$ cat src/core/cpio_pkg.sv
// What this block does
// - byte bus to board latches, one way
// - two board selects, three address lines
// - module bus drivers float when idle
// - board select delayed one clock
// - module address registered for hold margin
// - panel buffer drives only when enabled, addressed
// - one panel select active per access
// - option buffers high-z unless addressed
// - option interrupt active low, inactive if absent
// - six memory chip selects from address
// - cpu reset at power-up and supply low
// - loss resets at once, power-up ramps slowly
// - read faults, options, reference switch
// - control bits held until rewritten, except rf-on which self-clears
// - loop close on external or stable option
// - beat pulse stretched into unlocked status
// - attenuator bits latched, driven continuously
// - processor data buffer enable and isolate
// - seven pads; energized relay bypasses pad
// - reverse trip latched until rf-on
package cpio_pkg;
	// ----------------------------------------
	// register offsets (byte addresses)
	// ----------------------------------------
	localparam logic [7:0] OFF_CTRL = 8'h00;
	localparam logic [7:0] OFF_ATTEN = 8'h04;
	localparam logic [7:0] OFF_MODBUS = 8'h08;
	localparam logic [7:0] OFF_PANEL = 8'h0c;
	localparam logic [7:0] OFF_STATUS = 8'h10;
	localparam logic [7:0] OFF_PANEL_RD = 8'h14;
	// ----------------------------------------
	// field positions and reset values
	// ----------------------------------------
	localparam int CTRL_PANEL_BUF_N = 0;
	localparam int CTRL_PROC_BUF_EN = 1;
	localparam int CTRL_RF_ON = 2;
	localparam logic [7:0] CTRL_RST = 8'h01;
	localparam logic [6:0] ATTEN_RST = 7'h00;
	localparam int PANEL_READ_BIT = 11;
	localparam int ST_BUSY_MB = 10;
	localparam int ST_BUSY_PN = 11;
	// ----------------------------------------
	// memory map, upper address bits
	// ----------------------------------------
	localparam logic [4:0] MAP_RAM = 5'h18;
	localparam logic [4:0] MAP_CAL_A = 5'h19;
	localparam logic [4:0] MAP_CAL_B = 5'h1a;
	localparam logic [4:0] MAP_CAL_C = 5'h1b;
	localparam logic [3:0] MAP_OPTION = 4'he;
	// ----------------------------------------
	// timing
	// ----------------------------------------
	localparam int CLK_MHZ = 125;
	localparam int MOD_SEL_NS = 16;
	localparam int PANEL_SEL_NS = 40;
	localparam int STRETCH_US = 10;
	localparam int POR_US = 1000;
	function automatic int ns_to_cyc(input int ns);
		int c;
		c = (ns * CLK_MHZ + 999) / 1000;
		return (c < 1) ? 1 : c;
	endfunction
	localparam int MOD_SEL_CYC = ns_to_cyc(MOD_SEL_NS);
	localparam int PANEL_SEL_CYC = ns_to_cyc(PANEL_SEL_NS);
	localparam int STRETCH_CYC = STRETCH_US * CLK_MHZ;
	localparam int POR_CYC = POR_US * CLK_MHZ;
	// ----------------------------------------
	// types
	// ----------------------------------------
	typedef enum logic [1:0] {XF_IDLE, XF_SETUP, XF_SEL, XF_HOLD} cpio_xf_t;
	typedef struct packed {
		logic [1:0] sel;
		logic [2:0] addr;
		logic [7:0] data;
	} cpio_modcmd_t;
	typedef struct packed {
		logic rd;
		logic [2:0] target;
		logic [7:0] data;
	} cpio_pncmd_t;
endpackage

$ cat src/core/cpio_top.sv
// Local design decisions: the address map and the Wishbone register port.
module cpio_top #(
	parameter int unsigned POR_CYCLES = cpio_pkg::POR_CYC,
	parameter int unsigned STRETCH_CYCLES = cpio_pkg::STRETCH_CYC
) (
	input wire logic core_clk_i, // 125 MHz system clock
	input wire logic rst_n_i, // async reset
	input wire logic wb_cyc_i, // wishbone cycle
	input wire logic wb_stb_i, // wishbone strobe
	input wire logic wb_we_i, // wishbone write
	input wire logic [7:0] wb_adr_i, // byte address
	input wire logic [3:0] wb_sel_i, // byte enables
	input wire logic [31:0] wb_dat_i, // write data
	output logic [31:0] wb_dat_o, // read data
	output logic wb_ack_o, // acknowledge
	output logic [7:0] module_data_o, // module bus data
	output logic module_data_oe_o, // module data drive enable
	output logic [2:0] module_addr_o, // module address hi..lo
	output logic module_addr_oe_o, // module address drive enable
	output logic board_select_a_n_o, // board select a
	output logic board_select_b_n_o, // board select b
	input wire logic [7:0] panel_data_i, // panel data in
	output logic [7:0] panel_data_o, // panel data out
	output logic panel_data_oe_o, // panel buffer drive enable
	output logic panel_clear_n_o, // panel clear
	output logic panel_segment_sel_a_n_o, // segment latch a
	output logic panel_segment_sel_b_n_o, // segment latch b
	output logic panel_segment_sel_c_n_o, // segment latch c
	output logic panel_segment_sel_d_n_o, // segment latch d
	output logic panel_digit_sel_n_o, // digit latch
	input wire logic [15:0] cpu_addr_i, // processor address
	input wire logic cpu_mem_req_i, // processor memory cycle
	output logic [5:0] mem_cs_n_o, // ram,prog32,prog16,cal a,b,c
	output logic option_buf_oe_o, // option buffers enable
	input wire logic option_irq_n_i, // option interrupt in
	output logic cpu_irq4_n_o, // level four interrupt
	input wire logic supply_ok_i, // supply monitor
	output logic cpu_reset_n_o, // processor reset
	input wire logic unleveled_fault_i, // unleveled detector
	input wire logic reverse_power_trip_n_i, // reverse power trip
	output logic trip_irq_n_o, // latched trip to cpu
	input wire logic beat_i, // loop beat pulse
	input wire logic other_unlock_i, // other unlock sources
	input wire logic high_stab_ref_present_n_i, // option
	input wire logic mid_stab_ref_present_n_i, // option
	input wire logic bus_option_present_n_i, // option
	input wire logic option_c_present_n_i, // option
	input wire logic option_d_present_n_i, // option
	input wire logic ref_ext_i, // rear switch at external
	output logic ref_loop_close_n_o, // loop close control
	output logic [6:0] atten_relay_o, // relay energize, 1 = bypass
	output logic proc_buf_en_o, // processor data buffer
	output logic [4:0] aux_ctrl_o // spare control latch bits
);
	// ----------------------------------------
	// state
	// ----------------------------------------
	typedef struct packed {
		logic [7:0] ctrl;
		logic [6:0] atten;
		logic trip;
		logic trip_irq_n;
		cpio_pkg::cpio_xf_t mb_st;
		logic [3:0] mb_cnt;
		cpio_pkg::cpio_modcmd_t mb;
		logic mb_oe;
		logic [1:0] bsel_n;
		cpio_pkg::cpio_xf_t pn_st;
		logic [3:0] pn_cnt;
		cpio_pkg::cpio_pncmd_t pn;
		logic pn_oe;
		logic [5:0] pn_sel_n;
		logic [7:0] pn_rdata;
		logic ack;
		logic [31:0] rdata;
		logic [5:0] cs_n;
		logic opt_oe;
		logic irq4_n;
		logic ref_close_n;
		logic unlocked_n;
		logic loop_unl;
		logic cpu_rst_n;
	} cpio_state_t;
	cpio_state_t s_q, s_d;
	logic por_active;
	logic stretch_active;
	// ----------------------------------------
	// power-up ramp and beat stretcher
	// ----------------------------------------
	cpio_oneshot #(
		.CYCLES(POR_CYCLES),
		.START_ACTIVE(1'b1)
	) u_por (
		.core_clk_i(core_clk_i),
		.rst_n_i(rst_n_i),
		.trig_i(1'b0),
		.active_o(por_active)
	);
	cpio_oneshot #(
		.CYCLES(STRETCH_CYCLES),
		.START_ACTIVE(1'b0)
	) u_stretch (
		.core_clk_i(core_clk_i),
		.rst_n_i(rst_n_i),
		.trig_i(beat_i),
		.active_o(stretch_active)
	);
	function automatic logic [5:0] panel_onehot_n(input logic [2:0] t);
		logic [5:0] v;
		v = 6'h3f;
		if (t <= 3'h5)
			v[t] = 1'b0;
		return v;
	endfunction
	function automatic logic [5:0] mem_decode_n(input logic [15:0] a);
		logic [5:0] v;
		v = 6'h3f;
		if (!a[15])
			v[1] = 1'b0;
		else if (a[15:14] == 2'h2)
			v[2] = 1'b0;
		else
		begin
			case (a[15:11])
				cpio_pkg::MAP_RAM: v[0] = 1'b0;
				cpio_pkg::MAP_CAL_A: v[3] = 1'b0;
				cpio_pkg::MAP_CAL_B: v[4] = 1'b0;
				cpio_pkg::MAP_CAL_C: v[5] = 1'b0;
				default: v = 6'h3f;
			endcase
		end
		return v;
	endfunction
	// ----------------------------------------
	// next state
	// ----------------------------------------
	logic req;
	logic wr_ok;
	logic [31:0] status;
	always_comb
	begin
		s_d = s_q;
		req = wb_cyc_i && wb_stb_i && !s_q.ack;
		wr_ok = req && wb_we_i && wb_sel_i[0];
		s_d.ack = 1'b0;
		s_d.ctrl[cpio_pkg::CTRL_RF_ON] = 1'b0;
		status = 32'h0;
		status[0] = unleveled_fault_i;
		status[1] = s_q.unlocked_n;
		status[2] = s_q.trip;
		status[3] = s_q.loop_unl;
		status[4] = high_stab_ref_present_n_i;
		status[5] = mid_stab_ref_present_n_i;
		status[6] = bus_option_present_n_i;
		status[7] = option_c_present_n_i;
		status[8] = option_d_present_n_i;
		status[9] = ref_ext_i;
		status[cpio_pkg::ST_BUSY_MB] = (s_q.mb_st != cpio_pkg::XF_IDLE);
		status[cpio_pkg::ST_BUSY_PN] = (s_q.pn_st != cpio_pkg::XF_IDLE);
		status[12] = option_irq_n_i;
		status[13] = reverse_power_trip_n_i;
		if (req)
		begin
			case (wb_adr_i)
				cpio_pkg::OFF_CTRL:
				begin
					s_d.ack = 1'b1;
					if (wr_ok)
						s_d.ctrl = wb_dat_i[7:0];
				end
				cpio_pkg::OFF_ATTEN:
				begin
					s_d.ack = 1'b1;
					if (wr_ok)
						s_d.atten = wb_dat_i[6:0];
				end
				cpio_pkg::OFF_MODBUS:
				begin
					if (!wb_we_i)
						s_d.ack = 1'b1;
					else if (s_q.mb_st == cpio_pkg::XF_IDLE)
					begin
						s_d.ack = 1'b1;
						if (wb_sel_i[1:0] == 2'h3 && wb_dat_i[12:11] != 2'h0)
						begin
							s_d.mb = cpio_pkg::cpio_modcmd_t'(wb_dat_i[12:0]);
							s_d.mb_st = cpio_pkg::XF_SETUP;
							s_d.mb_oe = 1'b1;
						end
					end
				end
				cpio_pkg::OFF_PANEL:
				begin
					if (!wb_we_i)
						s_d.ack = 1'b1;
					else if (s_q.pn_st == cpio_pkg::XF_IDLE)
					begin
						s_d.ack = 1'b1;
						if (wb_sel_i[1:0] == 2'h3 && wb_dat_i[10:8] <= 3'h5)
						begin
							s_d.pn = cpio_pkg::cpio_pncmd_t'(wb_dat_i[11:0]);
							s_d.pn_st = cpio_pkg::XF_SETUP;
							s_d.pn_oe = !wb_dat_i[cpio_pkg::PANEL_READ_BIT]
								&& !s_q.ctrl[cpio_pkg::CTRL_PANEL_BUF_N];
						end
					end
				end
				default:
					s_d.ack = 1'b1;
			endcase
			case (wb_adr_i)
				cpio_pkg::OFF_CTRL: s_d.rdata = {24'h0, s_q.ctrl};
				cpio_pkg::OFF_ATTEN: s_d.rdata = {25'h0, s_q.atten};
				cpio_pkg::OFF_MODBUS: s_d.rdata = {19'h0, s_q.mb};
				cpio_pkg::OFF_PANEL: s_d.rdata = {20'h0, s_q.pn};
				cpio_pkg::OFF_STATUS: s_d.rdata = status;
				cpio_pkg::OFF_PANEL_RD: s_d.rdata = {24'h0, s_q.pn_rdata};
				default: s_d.rdata = 32'h0;
			endcase
		end
		// module bus: data first, select a clock later, then hold
		case (s_q.mb_st)
			cpio_pkg::XF_IDLE:
			begin
				s_d.mb_oe = s_d.mb_oe;
			end
			cpio_pkg::XF_SETUP:
			begin
				s_d.bsel_n = ~s_q.mb.sel;
				s_d.mb_cnt = 4'(cpio_pkg::MOD_SEL_CYC);
				s_d.mb_st = cpio_pkg::XF_SEL;
			end
			cpio_pkg::XF_SEL:
			begin
				if (s_q.mb_cnt <= 4'h1)
				begin
					s_d.bsel_n = 2'h3;
					s_d.mb_st = cpio_pkg::XF_HOLD;
				end
				s_d.mb_cnt = s_q.mb_cnt - 4'h1;
			end
			cpio_pkg::XF_HOLD:
			begin
				s_d.mb_oe = 1'b0;
				s_d.mb_st = cpio_pkg::XF_IDLE;
			end
			default:
				s_d.mb_st = cpio_pkg::XF_IDLE;
		endcase
		// front panel access
		case (s_q.pn_st)
			cpio_pkg::XF_IDLE:
				s_d.pn_sel_n = 6'h3f;
			cpio_pkg::XF_SETUP:
			begin
				s_d.pn_sel_n = panel_onehot_n(s_q.pn.target);
				s_d.pn_cnt = 4'(cpio_pkg::PANEL_SEL_CYC);
				s_d.pn_st = cpio_pkg::XF_SEL;
			end
			cpio_pkg::XF_SEL:
			begin
				if (s_q.pn_cnt <= 4'h1)
				begin
					if (s_q.pn.rd)
						s_d.pn_rdata = panel_data_i;
					s_d.pn_sel_n = 6'h3f;
					s_d.pn_st = cpio_pkg::XF_HOLD;
				end
				s_d.pn_cnt = s_q.pn_cnt - 4'h1;
			end
			cpio_pkg::XF_HOLD:
			begin
				s_d.pn_oe = 1'b0;
				s_d.pn_st = cpio_pkg::XF_IDLE;
			end
			default:
				s_d.pn_st = cpio_pkg::XF_IDLE;
		endcase
		// reverse power trip, set wins over rf-on clear
		if (!reverse_power_trip_n_i)
			s_d.trip = 1'b1;
		else if (s_q.ctrl[cpio_pkg::CTRL_RF_ON])
			s_d.trip = 1'b0;
		s_d.trip_irq_n = !s_d.trip;
		s_d.cs_n = cpu_mem_req_i ? mem_decode_n(cpu_addr_i) : 6'h3f;
		s_d.opt_oe = cpu_mem_req_i && cpu_addr_i[15:12] == cpio_pkg::MAP_OPTION;
		s_d.irq4_n = option_irq_n_i || bus_option_present_n_i;
		s_d.ref_close_n = !(ref_ext_i || !high_stab_ref_present_n_i
			|| !mid_stab_ref_present_n_i);
		s_d.unlocked_n = !stretch_active;
		s_d.loop_unl = stretch_active || other_unlock_i;
		s_d.cpu_rst_n = !por_active && supply_ok_i;
		if (por_active)
			s_d.cpu_rst_n = 1'b0;
	end
	// ----------------------------------------
	// registers
	// ----------------------------------------
	always_ff @(posedge core_clk_i or negedge rst_n_i)
	begin
		if (!rst_n_i)
		begin
			s_q <= '0;
			s_q.ctrl <= cpio_pkg::CTRL_RST;
			s_q.atten <= cpio_pkg::ATTEN_RST;
			s_q.mb_st <= cpio_pkg::XF_IDLE;
			s_q.pn_st <= cpio_pkg::XF_IDLE;
			s_q.bsel_n <= 2'h3;
			s_q.pn_sel_n <= 6'h3f;
			s_q.cs_n <= 6'h3f;
			s_q.irq4_n <= 1'b1;
			s_q.ref_close_n <= 1'b1;
			s_q.unlocked_n <= 1'b1;
			s_q.trip_irq_n <= 1'b1;
		end
		else
		begin
			s_q <= s_d;
		end
	end
	// ----------------------------------------
	// outputs
	// ----------------------------------------
	assign wb_dat_o = s_q.rdata;
	assign wb_ack_o = s_q.ack;
	assign module_data_o = s_q.mb.data;
	assign module_data_oe_o = s_q.mb_oe;
	assign module_addr_o = s_q.mb.addr;
	assign module_addr_oe_o = s_q.mb_oe;
	assign board_select_a_n_o = s_q.bsel_n[0];
	assign board_select_b_n_o = s_q.bsel_n[1];
	assign panel_data_o = s_q.pn.data;
	assign panel_data_oe_o = s_q.pn_oe;
	assign panel_clear_n_o = s_q.pn_sel_n[0];
	assign panel_segment_sel_a_n_o = s_q.pn_sel_n[1];
	assign panel_segment_sel_b_n_o = s_q.pn_sel_n[2];
	assign panel_segment_sel_c_n_o = s_q.pn_sel_n[3];
	assign panel_segment_sel_d_n_o = s_q.pn_sel_n[4];
	assign panel_digit_sel_n_o = s_q.pn_sel_n[5];
	assign mem_cs_n_o = s_q.cs_n;
	assign option_buf_oe_o = s_q.opt_oe;
	assign cpu_irq4_n_o = s_q.irq4_n;
	assign cpu_reset_n_o = s_q.cpu_rst_n;
	assign trip_irq_n_o = s_q.trip_irq_n;
	assign ref_loop_close_n_o = s_q.ref_close_n;
	assign atten_relay_o = s_q.atten;
	assign proc_buf_en_o = s_q.ctrl[cpio_pkg::CTRL_PROC_BUF_EN];
	assign aux_ctrl_o = s_q.ctrl[7:3];
endmodule

$ cat src/core/cpio_oneshot.sv
module cpio_oneshot #(
	parameter int unsigned CYCLES = 16,
	parameter bit START_ACTIVE = 1'b0
) (
	input wire logic core_clk_i, // system clock
	input wire logic rst_n_i, // async reset
	input wire logic trig_i, // (re)start the pulse
	output logic active_o // high while pulse runs
);
	typedef struct packed {
		logic [31:0] cnt;
		logic active;
	} cpio_os_t;
	cpio_os_t s_q, s_d;
	always_comb
	begin
		s_d = s_q;
		if (trig_i)
		begin
			s_d.cnt = 32'(CYCLES);
			s_d.active = 1'b1;
		end
		else if (s_q.cnt != 32'h0)
		begin
			s_d.cnt = s_q.cnt - 32'h1;
			s_d.active = (s_q.cnt != 32'h1);
		end
		else
		begin
			s_d.active = 1'b0;
		end
	end
	always_ff @(posedge core_clk_i or negedge rst_n_i)
	begin
		if (!rst_n_i)
		begin
			s_q.cnt <= START_ACTIVE ? 32'(CYCLES) : 32'h0;
			s_q.active <= START_ACTIVE;
		end
		else
		begin
			s_q <= s_d;
		end
	end
	assign active_o = s_q.active;
endmodule

$ cat config.mk
export PLATFORM = sky130hd
export DESIGN_NAME = cpio_top
export DESIGN_NICKNAME = d
export VERILOG_FILES = /design/src/core/cpio_pkg.sv /design/src/core/cpio_top.sv /design/src/core/cpio_oneshot.sv
export SDC_FILE = /design/constraint.sdc
export NUM_CORES = 1
export LEC_CHECK = 0
export ABC_CLOCK_PERIOD_IN_PS = 4800
export BUFFER_PORTS_ARGS = -buffer_cell sky130_fd_sc_hd__clkbuf_2
export CORE_AREA = 2 2 122 124
export CTS_BUF_LIST = sky130_fd_sc_hd__clkbuf_16
export DETAILED_ROUTE_END_ITERATION = 12
export DIE_AREA = 0 0 124 126
export PLACE_DENSITY = 0.85
export RECOVER_POWER = 50
export SYNTH_ARGS = -nofsm -noshare
export SYNTH_HDL_FRONTEND = slang
export SYNTH_SLANG_ARGS = --single-unit
$ cat constraint.sdc
create_clock -name core_clk_i -period 4.8 [get_ports core_clk_i]
set_input_delay 0.48 -clock core_clk_i [delete_from_list [all_inputs] [get_ports core_clk_i]]
set_output_delay 0.48 -clock core_clk_i [all_outputs]
set_load 0.02 [all_outputs]
==> Word level (Yosys, flattened, before mapping) <==
Index checks and enable logic that the tools add are counted.
W data, S select, Z words.
{ "word_totals": {"word_cells": 187, "ff_bits": 183, "output_inout_bits": 87} }
{ "op_classes": {"addsub": 4, "reduce_logical": 54, "bitwise": 2, "n_eq_ne": 22, "n_mux": 66, "magnitude_cmp": 6} }
{ "op_table": {"columns": ["cell", "count"], "rows": [
  ["$pmux W14 S6", 1],
  ["$mux W33", 2],
  ["$ne A32 B1 Y1 const B", 2],
  ["$reduce_bool A32 Y1", 2],
  ["$sub A32 B1 Y32 const B", 2],
  ["$mux W32", 1],
  ["$reduce_bool A2 Y1", 16],
  ["$mux W1", 30],
  ["$mux W2", 13],
  ["$eq A5 B5 Y1 const B", 4],
  ["$reduce_and A5 Y1", 4],
  ["$pmux W6 S3", 1],
  ["$eq A8 B4 Y1 const B", 2],
  ["$eq A8 B5 Y1 const B", 2],
  ["$pmux W4 S2", 2],
  ["$mux W14", 1],
  ["$mux W7", 2],
  ["$eq A2 B2 Y1 const B", 6],
  ["$mux W6", 2],
  ["$pmux W2 S3", 2],
  ["$logic_and A1 B1 Y1", 10],
  ["$mux W10", 1],
  ["$logic_not A1 Y1", 9],
  ["$mux W3", 3],
  ["other kinds (22)", 34]
]} }

==> Longest topological paths before layout <==
{ "depth": {"ltp_word": 9, "mapped_depth": 8, "depth_no_buf": 7} }

==> Cells and area by module <==
Synthesis repeated with hierarchy kept, for this count alone.
{ "unflattened": {"cells_unflattened": 843, "area_unflattened_um2": 8876.0} }
{ "modules_own_cells": {"columns": ["mod", "instances", "area_per_inst_um2", "cells_per_inst", "seq_area_each_um2"], "rows": [
  ["cpio_top", 1, 5182.5, 462, 2501.1],
  ["cpio_oneshot (u_por)", 1, 1883.1, 196, 835.8],
  ["cpio_oneshot (u_stretch)", 1, 1810.5, 185, 825.8]
]} }

==> Least setup slack after synthesis <==
OpenSTA, ideal clock, no wires.
{ "synth_path": {"kind": "in2reg", "from": "input port wb_adr_i[7]", "to": "register s_q (netlist bit panel_data_o[2])", "slack_ns": 2.285, "n_path_buf": 2, "arrival_time_ns": 2.390, "setup_ns": 0.125, "path_stages": 7, "path_cell_list": "or4_1 > clkbuf_1 > nor3_1 > and4_1 > and2_1 > buf_4 > mux2_2"} }
{ "synth_via": {"elab_chain_len": 2} }
{ "synth_rtl": {"columns": ["element", "line_no", "text"], "rows": [
  ["start: declaration", "cpio_top.sv:11", "input wire logic [7:0] wb_adr_i,"],
  ["$eq A8 B4 Y1", "cpio_top.sv:164", "case (wb_adr_i)"],
  ["$reduce_and A5 Y1 (no line)", null, null],
  ["end: declaration", "cpio_top.sv:84", "cpio_state_t s_q, s_d;"]
]} }
No other way between the ends.
A chain may end at the register's enable or synchronous reset.

==> Worst setup path after layout <==
{ "layout_path": {"from": "register u_stretch.s_q[30] in the netlist's numbering", "to": "register u_stretch.s_q[11] in the netlist's numbering"} }
{ "layout_via": {"elab_chain_len": 2} }
{ "layout_rtl": {"columns": ["element", "line_no", "text"], "rows": [
  ["start: declaration", "cpio_oneshot.sv:14", "cpio_os_t s_q, s_d;"],
  ["$reduce_bool A32 Y1", "cpio_oneshot.sv:23", "else if (s_q.cnt != 32'h0)"],
  ["$reduce_bool A2 Y1 (no line)", null, null]
]} }
No other way between the ends.

==> metrics.txt <==
utilization after layout 0.651; unique cell type count in the Yosys netlist 65; Clk pin slew, worst setup/hold paths roughly 0.06 ns; num ports between 150 and 200; reg2reg setup slack ~2.0 ns; wire per inst 17.3 um; clock tree from TritonCTS yes; CTS Hold Buffers Added 0; mapped cell area between 8000 and 9000 sq um; most frequent cells in the layout dfrtp_1, clkbuf_2, nor2_1; PnR Total Power 3.42 mW; cts repair resizes 0; Root Buffer Master clkbuf_16; Hold Fails Final Rpt 0; DR pass1 iterations 4; Worst VDD drop 277 uV; initial antenna violation count 0; Hold Path Class in -> async; Skew-Pair Late Insertion Delay 0.43 ns; DRC 0; Final min period 2.79 ns; number of CTS-inserted buffers 17; vias per inst 5.84; setup violators final 0; max_cap viols 2; GRT Residual Overflow 0; vias in the first global route 5903; worst-path fanout max 24; #FFs+latches synth 165; Final Cell Area approximately 9300 sq um; Post-CTS Setup Inserts 0; CP Data Required Time 5.10 ns; fraction of layout cells with a size suffix above 1 0.276; fill count 1059; Die H 126 um; Mapped Cells roughly 800; Placed Instance Area just under 9000 sq um; final std cells w/o fill around 1100; final slew viol count 82; Top FF cell, synth dfrtp_1; clock tree buffer depth 2; Setup CP Type reg -> reg; Total GRT Usage 0.238; register area share after synthesis 0.491; Post-synth EDFFs 0; first-pass GRT wire length 29100 um; # nets final 964; fmax 359 MHz; Critical Path Sink Type flip-flop; via count between 6000 and 7000; pre-CTS setup slack 1.77 ns; commonest non-fill, non-tap cell in the layout dfrtp_1; cell count after placement 1026; Initial Util 0.593; Power per Cell Area 367 nW/um^2; Slew headroom -0.488; Core ar. 14300 sq um; nature of the critical path startpoint flip-flop; dpl hpwl 12500 um; post-synthesis average cell area 10.6 sq um; Final TNS setup 0 ns; Crit path arrival time 3.09 ns; Final Wtd Congestion 0.812; CTS sink cnt 165; input/output buffers 122; Worst-Margin Slew 2.23 ns; largest net degree at the start of global routing 88; clock skew between 0.01 and 0.015 ns; fin crit share 0.581; violated checks max-capacitance violations, max-slew violations; async set-reset flop share out of synthesis 1.00; status finished, violations left; Die X 124 um; Synth-to-Final Area Change 9.82%; Pleak approximately 4.6 nW; H-tree depth 4; FP Rows 44; Min Hold Slack approximately 0.12 ns; antenna-violating nets left 0; die area 15600 sq um; Final Worst Setup Slack 2.01 ns; DR iter-0 viols 456; total wire length 18300 um; unrepaired setup endpoints after global routing no; antenna cell count 0; Syn. warnings 0
-- final cells by class --
| type | instances | area, sq um | area share |
|---|---|---|---|
| clock buffer | 17 | 425 | 0.0457 |
| sequential | 165 | 4160 | 0.447 |
| tap | 184 | 230 | 0.0247 |
| multi-input combinational | 524 | 3630 | 0.390 |
| inverter | 25 | 93.8 | 0.0101 |
| clock inverter | 15 | 139 | 0.0149 |
| timing repair buffer | 128 | 633 | 0.0680 |
-- path summary, 6_finish.rpt --
| check | start | cells after the start | end |
|---|---|---|---|
| hold / removal | rst_n_i | 1 | s_q[49]$_DFFE_PN0P_ |
| max in group asynchronous | rst_n_i | 2 | u_stretch.s_q[8]$_DFFE_PN0P_ |
| setup reg to reg | u_stretch.s_q[30]$_DFFE_PN0P_ | 5 | u_stretch.s_q[11]$_DFFE_PN0P_ |
| setup / recovery | u_stretch.s_q[30]$_DFFE_PN0P_ | 5 | u_stretch.s_q[11]$_DFFE_PN0P_ |
| hold reg to reg | u_stretch.active_o$_DFF_PN0_ | 1 | s_q[2]$_DFF_PN1_ |
| min in group core_clk_i | cpu_mem_req_i | 2 | mem_cs_n_o[1]$_DFF_PN1_ |
-- kinds of logic (layout without fill, tap and decap cells) --
kind of cell             Yosys count  in the layout  share of synthesized area
XOR/XNOR                          28             28                     0.0289
AND/OR/NAND/NOR                  250            250                      0.167
multiplexers                      69             69                     0.0919
other                              1             18                   0.000442
buffers and inverters            125            185                     0.0886
flip-flops                       165            165                      0.491
adder cells (fa/ha/maj)           17             17                     0.0251
AO/OA/AOI/OAI                    142            142                      0.107
-- where the power goes --
part           switching (mW)  internal [mW]
logic                   0.376          0.203
clock network           0.540          0.758
registers              0.0597           1.48
total                   0.975           2.44
-- worst max-delay path, cell delays in order, from the launching register on --
cell and delay (ns):
dfrtp_1 0.39, or4_1 0.62, nor4_2 0.45, and4_1 0.73, nor3_1 0.11, or3b_1 0.37
-- sequential cells by signal, indices dropped and copies added, names as in the netlist, 3 cells and up --
signal         cells
u_stretch.s_q     32
mem_cs_n_o         6
atten_relay_o      7
s_q               31
module_addr_o      3
panel_data_o       8
module_data_o      8
wb_dat_o          14
aux_ctrl_o         5
u_por.s_q         32
-- synthesized netlist by cell type (all sizes together), types with 3 or more instances --
master   count  share of area
dfrtp      138           0.41
buf         82          0.070
nor2        54          0.024
mux2        51          0.068
a21oi       39          0.023
nand2       34          0.015
o21ai       34          0.020
or3         33          0.025
dfstp       27          0.084
inv         25          0.011
nor3        20          0.012
nor4        19          0.017
clkbuf      18         0.0080
or4         18          0.018
ha          17          0.025
mux2i       16          0.019
nand3       16         0.0094
o31ai       16          0.014
xor2        15          0.015
xnor2       13          0.013
or2         11         0.0081
a22oi       10         0.0088
a22o         8         0.0083
nor2b        8         0.0059
nand2b       7         0.0052
a21o         6         0.0053
nand4        6         0.0044
nor3b        5         0.0044
and3         4         0.0029
and4         4         0.0041
nand3b       4         0.0040
o21a         4         0.0035
o22ai        4         0.0029
o2bb2ai      4         0.0041
a31oi        3         0.0022
-- routing by layer --
layer  wire length (um)  track usage  vias up
li1                   -            -     2895
met1               7790        0.303     3060
met2               8940        0.386      194
met3               1090       0.0711       33
met4                460       0.0833        0
met5                  0            0        -
Note: power is estimated with default switching activity, not from simulation.
